$ cat src/common/clk_out_pkg.sv
/*
 * Shared constants and types for the output clock routing control block.
 * Assumes an APB master with 32-bit data and word-aligned registers.
 */
`default_nettype none
package clk_out_pkg;
   localparam int NUM_DIV = 5;
   localparam int NUM_OUT = 10;
   localparam int NUM_STAT = 4;
   localparam int NUM_PAGE = 4;
   localparam int SEL_W = 3;
   localparam int SKEW_W = 16;
   localparam int STORE_MAX_WRITES = 2;

   // Byte addresses: 12-bit page/offset address, word per register.
   localparam logic [11:0] A_PAGE_SEL = 12'h004;
   localparam logic [11:0] A_STATUS = 12'h008;
   localparam logic [11:0] A_IRQ_MASK = 12'h00C;
   localparam logic [11:0] A_CONTROL = 12'h010;
   localparam logic [11:0] A_STORE_CTL = 12'h014;
   localparam logic [11:0] A_OUT_BASE = 12'h100;
   localparam logic [11:0] A_SKEW_BASE = 12'h200;

   localparam logic [7:0] PAGE_RESET = 8'h00;
   localparam logic [3:0] MASK_RESET = 4'hF;
   localparam logic [15:0] SKEW_RESET = 16'h0000;

   // Control bits.
   localparam int CTL_HARD_RST = 0;
   localparam int CTL_SYNC = 1;
   localparam int CTL_ZDM = 2;
   localparam int CTL_KEEP_ON_REF_LOSS = 3;
   localparam int CTL_SPI_3WIRE = 4;

   typedef enum logic [1:0] {
      FMT_DIFF_NORMAL, FMT_DIFF_HIGH, FMT_SINGLE
   } out_fmt_e;
   typedef enum logic [1:0] {DIS_LOW, DIS_HIGH, DIS_HIZ} dis_state_e;
   typedef enum logic [1:0] {
      DRIVE_ONE, DRIVE_TWO, DRIVE_THREE
   } drive_e;

   // Per-output configuration word, layout of register A_OUT_BASE+4*n.
   typedef struct packed {
      logic       sync_dis;
      logic       invert;
      logic       complement;
      logic [1:0] dis_state;
      logic [1:0] drive;
      logic [2:0] swing;
      logic [1:0] fmt;
      logic       enable;
      logic [2:0] div_sel;
   } out_cfg_s;
   localparam int OUT_CFG_W = $bits(out_cfg_s);
   localparam out_cfg_s OUT_CFG_RESET = '0;

   // Pad-facing output view.
   typedef struct packed {
      logic p;
      logic n;
      logic oe_p;
      logic oe_n;
   } pad_s;
endpackage
`default_nettype wire

$ cat src/verilog/clk_out_ctrl.sv
/*
 * Output clock routing control: status interrupt, divider-to-output
 * crosspoint, per-output format, gating, disable state, skew registers,
 * zero-delay and divider realignment control, config store loading.
 * Assumes divider clocks are sampled as data in pclk and that the
 * config store answers a load request with one word per cycle.
 */
//
// Overview of operation
// - Interrupt rises when signal-loss, range, lock or holdover flag changes.
// - Each status indicator has its own mask blocking the interrupt.
// - Interrupt holds until host clears the causing sticky bit.
// - Each indicator has a live bit and a sticky bit.
// - Any of ten outputs selects any one of five dividers.
// - Crosspoint setting is loaded from the config store at power-up.
// - Output picks normal swing, high swing or single-ended; swing 1..7.
// - Single-ended output has a three-setting drive strength field.
// - Single-ended pins in phase by default; complement and invert bits.
// - Gating pin high disables all outputs; low enables them.
// - Each gated-on output can still be disabled by its own bit.
// - Reference loss disables outputs unless the keep option is set.
// - Disabled level is low, high or high impedance per output.
// - Synchronous disable waits for the current high phase to end.
// - Without synchronous disable the output stops at once.
// - Each divider path has a skew register; zero means aligned.
// - Skew returns to default on reset, hard reset or store load.
// - Zero-delay mode opens internal feedback and stops input switching.
// - Dividers realign on power-up, reset pin or hard reset.
// - Sync bit realigns dividers without resetting anything else.
// - Defaults load from the config store before normal operation.
// - Config store accepts at most two writes; newest replaces old.
// - Port select pin picks I2C or SPI; SPI in 3- or 4-wire.
// - Page register at offset 0x01 on every page, reset to page 0.
`default_nettype none
module clk_out_ctrl #(
   parameter int NDIV = clk_out_pkg::NUM_DIV,
   parameter int NOUT = clk_out_pkg::NUM_OUT
) (
   // APB slave
   input  wire logic                      pclk,
   input  wire logic                      presetn,
   input  wire logic                      psel,
   input  wire logic                      penable,
   input  wire logic                      pwrite,
   input  wire logic [11:0]               paddr,
   input  wire logic [31:0]               pwdata,
   output logic      [31:0]               prdata,
   output logic                           pready,
   output logic                           pslverr,
   // Status indicators: signal loss, range, lock lost, holdover
   input  wire logic                      signal_loss_flag,
   input  wire logic                      freq_out_of_range_flag,
   input  wire logic                      lock_lost_flag,
   input  wire logic                      holdover_flag,
   input  wire logic                      reference_loss_flag,
   output logic                           irq_out_pin,
   // Divider clocks and output pads
   input  wire logic [NDIV-1:0]           div_clk,
   input  wire logic                      out_gate_pin,
   output clk_out_pkg::pad_s [NOUT-1:0]   output_pin_pair,
   output logic      [NOUT*3-1:0]         out_swing,
   output logic      [NOUT*2-1:0]         out_drive,
   output logic      [NOUT*2-1:0]         out_fmt,
   // Divider and loop control
   output logic      [NDIV*16-1:0]        div_skew,
   output logic                           div_realign,
   output logic                           internal_fb_open,
   output logic                           use_external_feedback_input,
   output logic                           input_switch_inhibit,
   // Host port selection
   input  wire logic                      host_port_i2c_sel,
   output logic                           host_spi_3wire,
   // Config store
   output logic                           store_load_req,
   input  wire logic                      store_load_valid,
   input  wire logic [4:0]                store_load_idx,
   input  wire logic [31:0]               store_load_data,
   input  wire logic                      store_load_done,
   output logic                           store_write_req,
   output logic                           ready
);
   import clk_out_pkg::*;

   initial begin
      if (NDIV < 1 || NDIV > 8 || NOUT < 1 || NOUT > 16)
         $error("clk_out_ctrl: unsupported divider or output count");
   end

   typedef enum logic [1:0] {ST_RESET, ST_LOAD, ST_RUN} boot_e;
   boot_e boot_q;

   logic [7:0]         page_q;
   logic [3:0]         mask_q, sticky_q, live_q;
   logic [4:0]         ctl_q;
   logic [1:0]         writes_q;
   logic               align_q;
   out_cfg_s           cfg_q [NOUT];
   logic [SKEW_W-1:0]  skew_q [NDIV];

   wire logic [3:0] live_now = {holdover_flag, lock_lost_flag,
                                freq_out_of_range_flag, signal_loss_flag};
   wire logic acc = psel & penable;
   wire logic wr = acc & pwrite;
   wire logic is_page = paddr == A_PAGE_SEL;
   wire logic is_stat = paddr == A_STATUS;
   wire logic is_mask = paddr == A_IRQ_MASK;
   wire logic is_ctl = paddr == A_CONTROL;
   wire logic is_store = paddr == A_STORE_CTL;
   wire logic [7:0] oidx = 8'(paddr[9:2] - 8'(A_OUT_BASE >> 2));
   wire logic [7:0] sidx = 8'(paddr[9:2] - 8'(A_SKEW_BASE >> 2));
   wire logic is_out = paddr[11:8] == A_OUT_BASE[11:8] && paddr[1:0] == 2'b00
                       && oidx < 8'(NOUT);
   wire logic is_skew = paddr[11:8] == A_SKEW_BASE[11:8]
                        && paddr[1:0] == 2'b00 && sidx < 8'(NDIV);
   wire logic mapped = is_page | is_stat | is_mask | is_ctl | is_store
                       | is_out | is_skew;
   wire logic hard_rst = wr & is_ctl & pwdata[CTL_HARD_RST];
   wire logic store_wr = wr & is_store & pwdata[0];
   wire logic [3:0] change = live_now ^ live_q;
   wire logic ref_kill = reference_loss_flag & ~ctl_q[CTL_KEEP_ON_REF_LOSS];

   assign pready = 1'b1;
   assign pslverr = acc & ~mapped;
   assign irq_out_pin = |(sticky_q & ~mask_q);
   assign ready = boot_q == ST_RUN;
   assign store_load_req = boot_q == ST_LOAD;
   assign store_write_req = store_wr & (writes_q < 2'(STORE_MAX_WRITES));
   assign div_realign = align_q;
   assign internal_fb_open = ctl_q[CTL_ZDM];
   assign use_external_feedback_input = ctl_q[CTL_ZDM];
   assign input_switch_inhibit = ctl_q[CTL_ZDM];
   assign host_spi_3wire = ~host_port_i2c_sel
                           & ctl_q[CTL_SPI_3WIRE];

   always_comb begin
      prdata = '0;
      if (acc & ~pwrite) begin
         if (is_page) prdata[7:0] = page_q;
         else if (is_stat) prdata[7:0] = {live_q, sticky_q};
         else if (is_mask) prdata[3:0] = mask_q;
         else if (is_ctl) prdata[4:0] = ctl_q;
         else if (is_store) prdata[2:1] = writes_q;
         else if (is_out) prdata[OUT_CFG_W-1:0] = cfg_q[oidx[3:0]];
         else if (is_skew) prdata[SKEW_W-1:0] = skew_q[sidx[2:0]];
      end
   end

   always_ff @(posedge pclk or negedge presetn) begin
      if (!presetn) begin
         boot_q <= ST_RESET;
         page_q <= PAGE_RESET;
         mask_q <= MASK_RESET;
         ctl_q <= '0;
         writes_q <= '0;
         align_q <= 1'b1;
      end else begin
         align_q <= hard_rst | (boot_q != ST_RUN)
                    | (wr & is_ctl & pwdata[CTL_SYNC]);
         case (boot_q)
            ST_RESET: boot_q <= ST_LOAD;
            ST_LOAD: if (store_load_done) boot_q <= ST_RUN;
            ST_RUN: if (hard_rst) boot_q <= ST_LOAD;
            default: boot_q <= ST_RESET;
         endcase
         if (hard_rst) begin
            page_q <= PAGE_RESET;
            mask_q <= MASK_RESET;
            ctl_q <= '0;
         end else begin
            if (wr & is_page) page_q <= pwdata[7:0];
            if (wr & is_mask) mask_q <= pwdata[3:0];
            if (wr & is_ctl) ctl_q <= {pwdata[4:2], 2'b00};
         end
         if (store_write_req)
            writes_q <= 2'(writes_q + 2'd1);
      end
   end

   // Live tracks inputs; sticky set wins over a same-cycle clear.
   always_ff @(posedge pclk or negedge presetn) begin
      if (!presetn) begin
         live_q <= '0;
         sticky_q <= '0;
      end else begin
         live_q <= live_now;
         sticky_q <= (sticky_q & ~((wr & is_stat) ? pwdata[3:0] : 4'h0))
                     | change;
      end
   end

   // Skew registers reload defaults on reset and hard reset; loaded values
   // at indices 16.. come from the store.
   genvar d;
   generate
      for (d = 0; d < NDIV; d++) begin : g_div
         always_ff @(posedge pclk or negedge presetn) begin
            if (!presetn)
               skew_q[d] <= SKEW_RESET;
            else if (hard_rst)
               skew_q[d] <= SKEW_RESET;
            else if (store_load_valid && store_load_idx == 5'(16 + d))
               skew_q[d] <= store_load_data[SKEW_W-1:0];
            else if (wr && is_skew && sidx == 8'(d))
               skew_q[d] <= pwdata[SKEW_W-1:0];
         end
         assign div_skew[d*16 +: 16] = 16'(skew_q[d]);
      end
   endgenerate

   genvar o;
   generate
      for (o = 0; o < NOUT; o++) begin : g_out
         logic gate_s1_q, gate_s2_q, on_q, src_d1_q;
         logic [SEL_W-1:0] sel;
         logic src, want_on, fall, se;
         assign sel = cfg_q[o].div_sel < SEL_W'(NDIV)
                      ? cfg_q[o].div_sel : '0;
         assign src = div_clk[sel];
         assign want_on = ~gate_s2_q & cfg_q[o].enable & ~ref_kill
                          & ready;
         assign fall = src_d1_q & ~src;
         assign se = cfg_q[o].fmt == 2'(FMT_SINGLE);
         always_ff @(posedge pclk or negedge presetn) begin
            if (!presetn) begin
               cfg_q[o] <= OUT_CFG_RESET;
               gate_s1_q <= 1'b1;
               gate_s2_q <= 1'b1;
               on_q <= 1'b0;
               src_d1_q <= 1'b0;
            end else begin
               gate_s1_q <= out_gate_pin;
               gate_s2_q <= gate_s1_q;
               src_d1_q <= src;
               if (want_on)
                  on_q <= 1'b1;
               else if (!cfg_q[o].sync_dis || fall || !src)
                  on_q <= 1'b0;
               if (store_load_valid && store_load_idx == 5'(o))
                  cfg_q[o] <= out_cfg_s'(store_load_data[OUT_CFG_W-1:0]);
               else if (wr && is_out && oidx == 8'(o))
                  cfg_q[o] <= out_cfg_s'(pwdata[OUT_CFG_W-1:0]);
            end
         end
         // Clock passes combinationally so edges are not delayed a cycle.
         always_comb begin
            output_pin_pair[o].p = on_q ? src ^ cfg_q[o].invert
                                   : cfg_q[o].dis_state == 2'(DIS_HIGH);
            output_pin_pair[o].n = on_q ? (se ? src ^ cfg_q[o].invert
                                           ^ cfg_q[o].complement : ~src)
                                   : cfg_q[o].dis_state == 2'(DIS_HIGH);
            output_pin_pair[o].oe_p = on_q
                                      | (cfg_q[o].dis_state != 2'(DIS_HIZ));
            output_pin_pair[o].oe_n = output_pin_pair[o].oe_p;
         end
         assign out_swing[o*3 +: 3] = cfg_q[o].swing;
         assign out_drive[o*2 +: 2] = cfg_q[o].drive;
         assign out_fmt[o*2 +: 2] = cfg_q[o].fmt;

      end
   endgenerate
endmodule
`default_nettype wire
$ cat config.mk
export PLATFORM = sky130hd
export DESIGN_NAME = clk_out_ctrl
export DESIGN_NICKNAME = d
export VERILOG_FILES = /design/src/common/clk_out_pkg.sv /design/src/verilog/clk_out_ctrl.sv
export SDC_FILE = /design/constraint.sdc
export NUM_CORES = 1
export LEC_CHECK = 0
export BUFFER_PORTS_ARGS = -buffer_cell sky130_fd_sc_hd__buf_2
export CAP_MARGIN = 20
export CORE_ASPECT_RATIO = 1.4
export CORE_UTILIZATION = 55
export CTS_CLUSTER_DIAMETER = 50
export CTS_CLUSTER_SIZE = 40
export DETAILED_ROUTE_END_ITERATION = 10
export HOLD_SLACK_MARGIN = 0.12
export PLACE_DENSITY = 0.79
export SLEW_MARGIN = 20
export SYNTH_ARGS = -nofsm -noshare
export SYNTH_HDL_FRONTEND = slang
export SYNTH_SLANG_ARGS = --single-unit
$ cat constraint.sdc
create_clock -name pclk -period 2.2 [get_ports pclk]
set_input_delay 0.33 -clock pclk [delete_from_list [all_inputs] [get_ports pclk]]
set_output_delay 0.33 -clock pclk [all_outputs]
set_load 0.03 [all_outputs]
==> qor.yml <==
status: "complete, but fails checks"
violations: "negative setup slack"
io_pins: 333
row_count: 77
finalCritPeriodShare_pct: 130
htree_levels: 1
numCtsBuffers: 24
slew_headroom_pct: 59.0
drt_wl_total_mm: 64.1
setup_slack_ps: -669
power_frac_seq_pct: 36.6
postRouteAntennaNets: 0
seq_area_um2: 7020
first_pass_iters: 6
cts_tree: "done"
grt_antenna_before_repair: 3
fin_total_pwr_uw: 20100
port_buffers: 283
p_switching_uw: 8330
synth_cells: 1840
setup_viol: 36
syn-cell-area_um2: 17800
clkPwrFrac_pct: 23.3
irDropWorstVdd_mv: 0.722
cp.arrival_ps: 2540
areaGrowthSynthToFinish_pct: 25.2
final_nets: 2259
worstSetupStartpointType: "flop"
crit_type: "reg2out"
yosys_most_used_dff: "dfrtp_1"
start_util_pct: 56.0
leakage_uw: 0.0108
drv_slew: 0
cts_sinks: 280
dp_hpwl_mm: 44.8
comb_power_share_pct: 40.0
die_width_um: 154
place_ws_ps: -312
grt_overflow: 0
detail_route.iter0.violations: 1503
remaining_drc_errors: 0
multiInputGateArea_um2: 9830
first_global_vias: 16600
synth_cell_type_count: 70
grt_start_max_net_pins: 77
path_clk_slew_ps: 100
viasPerCell: 6.52
worst_hold_path_type: "in2reg"
critPathRequiredTime_ps: 1870
layout-drive-gt1-share_pct: 34.4
cts-root-buf: "clkbuf_16"
synthArstFlopShare_pct: 100
fillers: 2266
place_congestion: 0.975
worst_setup_path_end_kind: "output pin"
maxCapViolations: 0
grt_pass1_wl_mm: 97.8
synth_edf_count: 0
seq_area_frac_synth_pct: 39.5
cts.path.max_buffers: 3
cellPowerDensity_nw_per_um2: 902
worst_pin_slew_ps: 614
synth_warnings: 0
switching_share_pct: 41.5
whs_ps: 224
clock_latency_ps: 590
fmax_mhz: 349
crit_fanout: 2
syn_avg_cell_area_um2: 9.66
post-route-min-period_ps: 2870
finalHoldViolCount: 0
track_usage_pct: 38.4
rsz0062_at_grt: "true"
core_area_um2: 31700
num_vias: 16800
synth-seq-cells: 280
wl_per_cell_um: 24.9
dieHeight_um: 215
die_area_um2: 33000
fin_worst_skew_ps: 35.9
p_int_uw: 11700
cell type report:
type / count / share of cell area, %
multi-input cells: 1311 / 44.2
flip-flops and latches: 280 / 31.5
repair buffers: 533 / 18.1
clock buffers: 26 / 2.73
well taps: 395 / 2.22
clock inverters: 18 / 1.08
inverters: 9 / 0.152
diodes: 3 / 0.0337
metrics by stage:
stage | utilization (%) | area (µm²) | setup TNS [ps] | std cells
2_1_floorplan | - | 17900 | -354 | 1855
3_3_place_gp | 63.2 | 20000 | -13270 | 2436
3_5_place_dp | 63.2 | 20000 | -18000 | 2436
4_1_cts | 69.6 | 22100 | -11060 | 2559
5_1_grt | 70.2 | 22300 | -13140 | 2575
6_report | 70.2 | 22300 | -11720 | 2575
cell families after synthesis:
group,count (synthesis),synth area share (%)
DFF,280,39.5
other,2,0.0423
AOI/OAI and AO/OA,448,16.0
xor gates and xnor gates,35,1.73
and+or+nand+nor,460,11.9
buffers and inverters,264,8.31
muxes,351,22.5
cell usage after synthesis (4+ instances only):
master,number,area share (%)
mux2i_1,294,17
nor2_1,290,6.1
dfrtp_1,273,38
a21oi_1,205,5.8
buf_4,102,4.3
buf_2,82,2.3
a211oi_1,80,3.4
clkbuf_1,65,1.4
nand2_1,56,1.2
o21ai_0,41,1.2
mux4_2,37,4.7
a21o_1,23,0.97
nor3b_1,23,0.97
xor2_1,23,1.1
mux2_2,20,1.3
o22ai_1,19,0.67
nand3_1,16,0.45
nor2b_1,12,0.42
xnor2_1,12,0.59
nand3b_1,11,0.46
a32o_1,10,0.56
nand2b_1,10,0.35
inv_1,8,0.17
o32a_1,8,0.45
a22oi_1,7,0.30
dfstp_2,7,1.0
o211ai_1,7,0.30
o21ai_1,7,0.20
and3_1,6,0.21
buf_1,6,0.13
nor3_1,6,0.17
o21a_1,6,0.25
a22o_1,4,0.20
nand4_1,4,0.14
layer usage:
metal  track usage (%)  routed length [µm]  vias up
met4              22.9                4120        0
met5                 0                   0        -
met2              64.5               31500     1164
met3              5.60                5360      275
li1                  -                   -     7176
met1              46.8               23100     8179
worst max-delay path, stage by stage (launching register included):
cell       delay (ps)
dfrtp_1           420
mux4_2            520
a2bb2oi_2         200
nor3_2             70
o41ai_1           340
buf_4             200
a21oi_4            50
buf_6             130
worst paths after layout:
kind | start | endpoint | slack (ps) | depth (start not counted)
worst max register to register | cfg_q[96] | g_out[3].on_q | 540 | 5
min in group asynchronous | presetn | out_swing[15] | 280 | 2
worst min-delay path | pwdata[1] | mask_q[1] | 220 | 3
max in group asynchronous | presetn | div_skew[13] | 1100 | 3
worst min register to register | g_out[9].gate_s1_q | g_out[9].gate_s2_q | 350 | 0
worst max-delay path | cfg_q[51] | prdata[3] | -670 | 7
flip-flops by register name, summed over array words and instances (netlist names), 4 cells and up:
name / count
live_q: 4
g_out.on_q: 10
cfg_q: 90
page_q: 8
out_swing: 30
out_drive: 20
sticky_q: 4
out_fmt: 20
div_skew: 80
mask_q: 4
timing repair:
action                                 4_1_cts  5_1_grt
gates resized for setup                    152       23
pin swaps                                   76       26
setup endpoints to repair                   38       38
hold buffers                                 7        0
cloned                                       0        0
buffers inserted                            73       13
endpoints found under the hold margin       78        0
power by group through the flow:
stage | Clock (µW) | Sequential, µW | Combinational (µW)
6_report | 4680 | 7350 | 8030
5_1_grt | 4870 | 7460 | 8460
4_1_cts | 4680 | 7280 | 7760
3_5_place_dp | 0 | 7520 | 6720
3_3_place_gp | 0 | 7460 | 6560
2_1_floorplan | 0 | 7830 | 4400
cells in the final DEF, fill, tap and decap left out, types with 15 or more instances in the layout:
cell,instances
a21o_1,23
a211oi_1,80
o21ai_0,36
conb_1,17
buf_6,42
a21oi_1,177
a21oi_2,23
nor3b_1,23
nor2_1,276
buf_12,35
nand2_1,52
mux2_2,19
buf_4,204
clkbuf_16,24
mux4_2,37
xor2_1,23
nand3_1,15
mux2i_1,285
buf_2,243
dfrtp_1,270
Power figures use the tool's default switching activity.
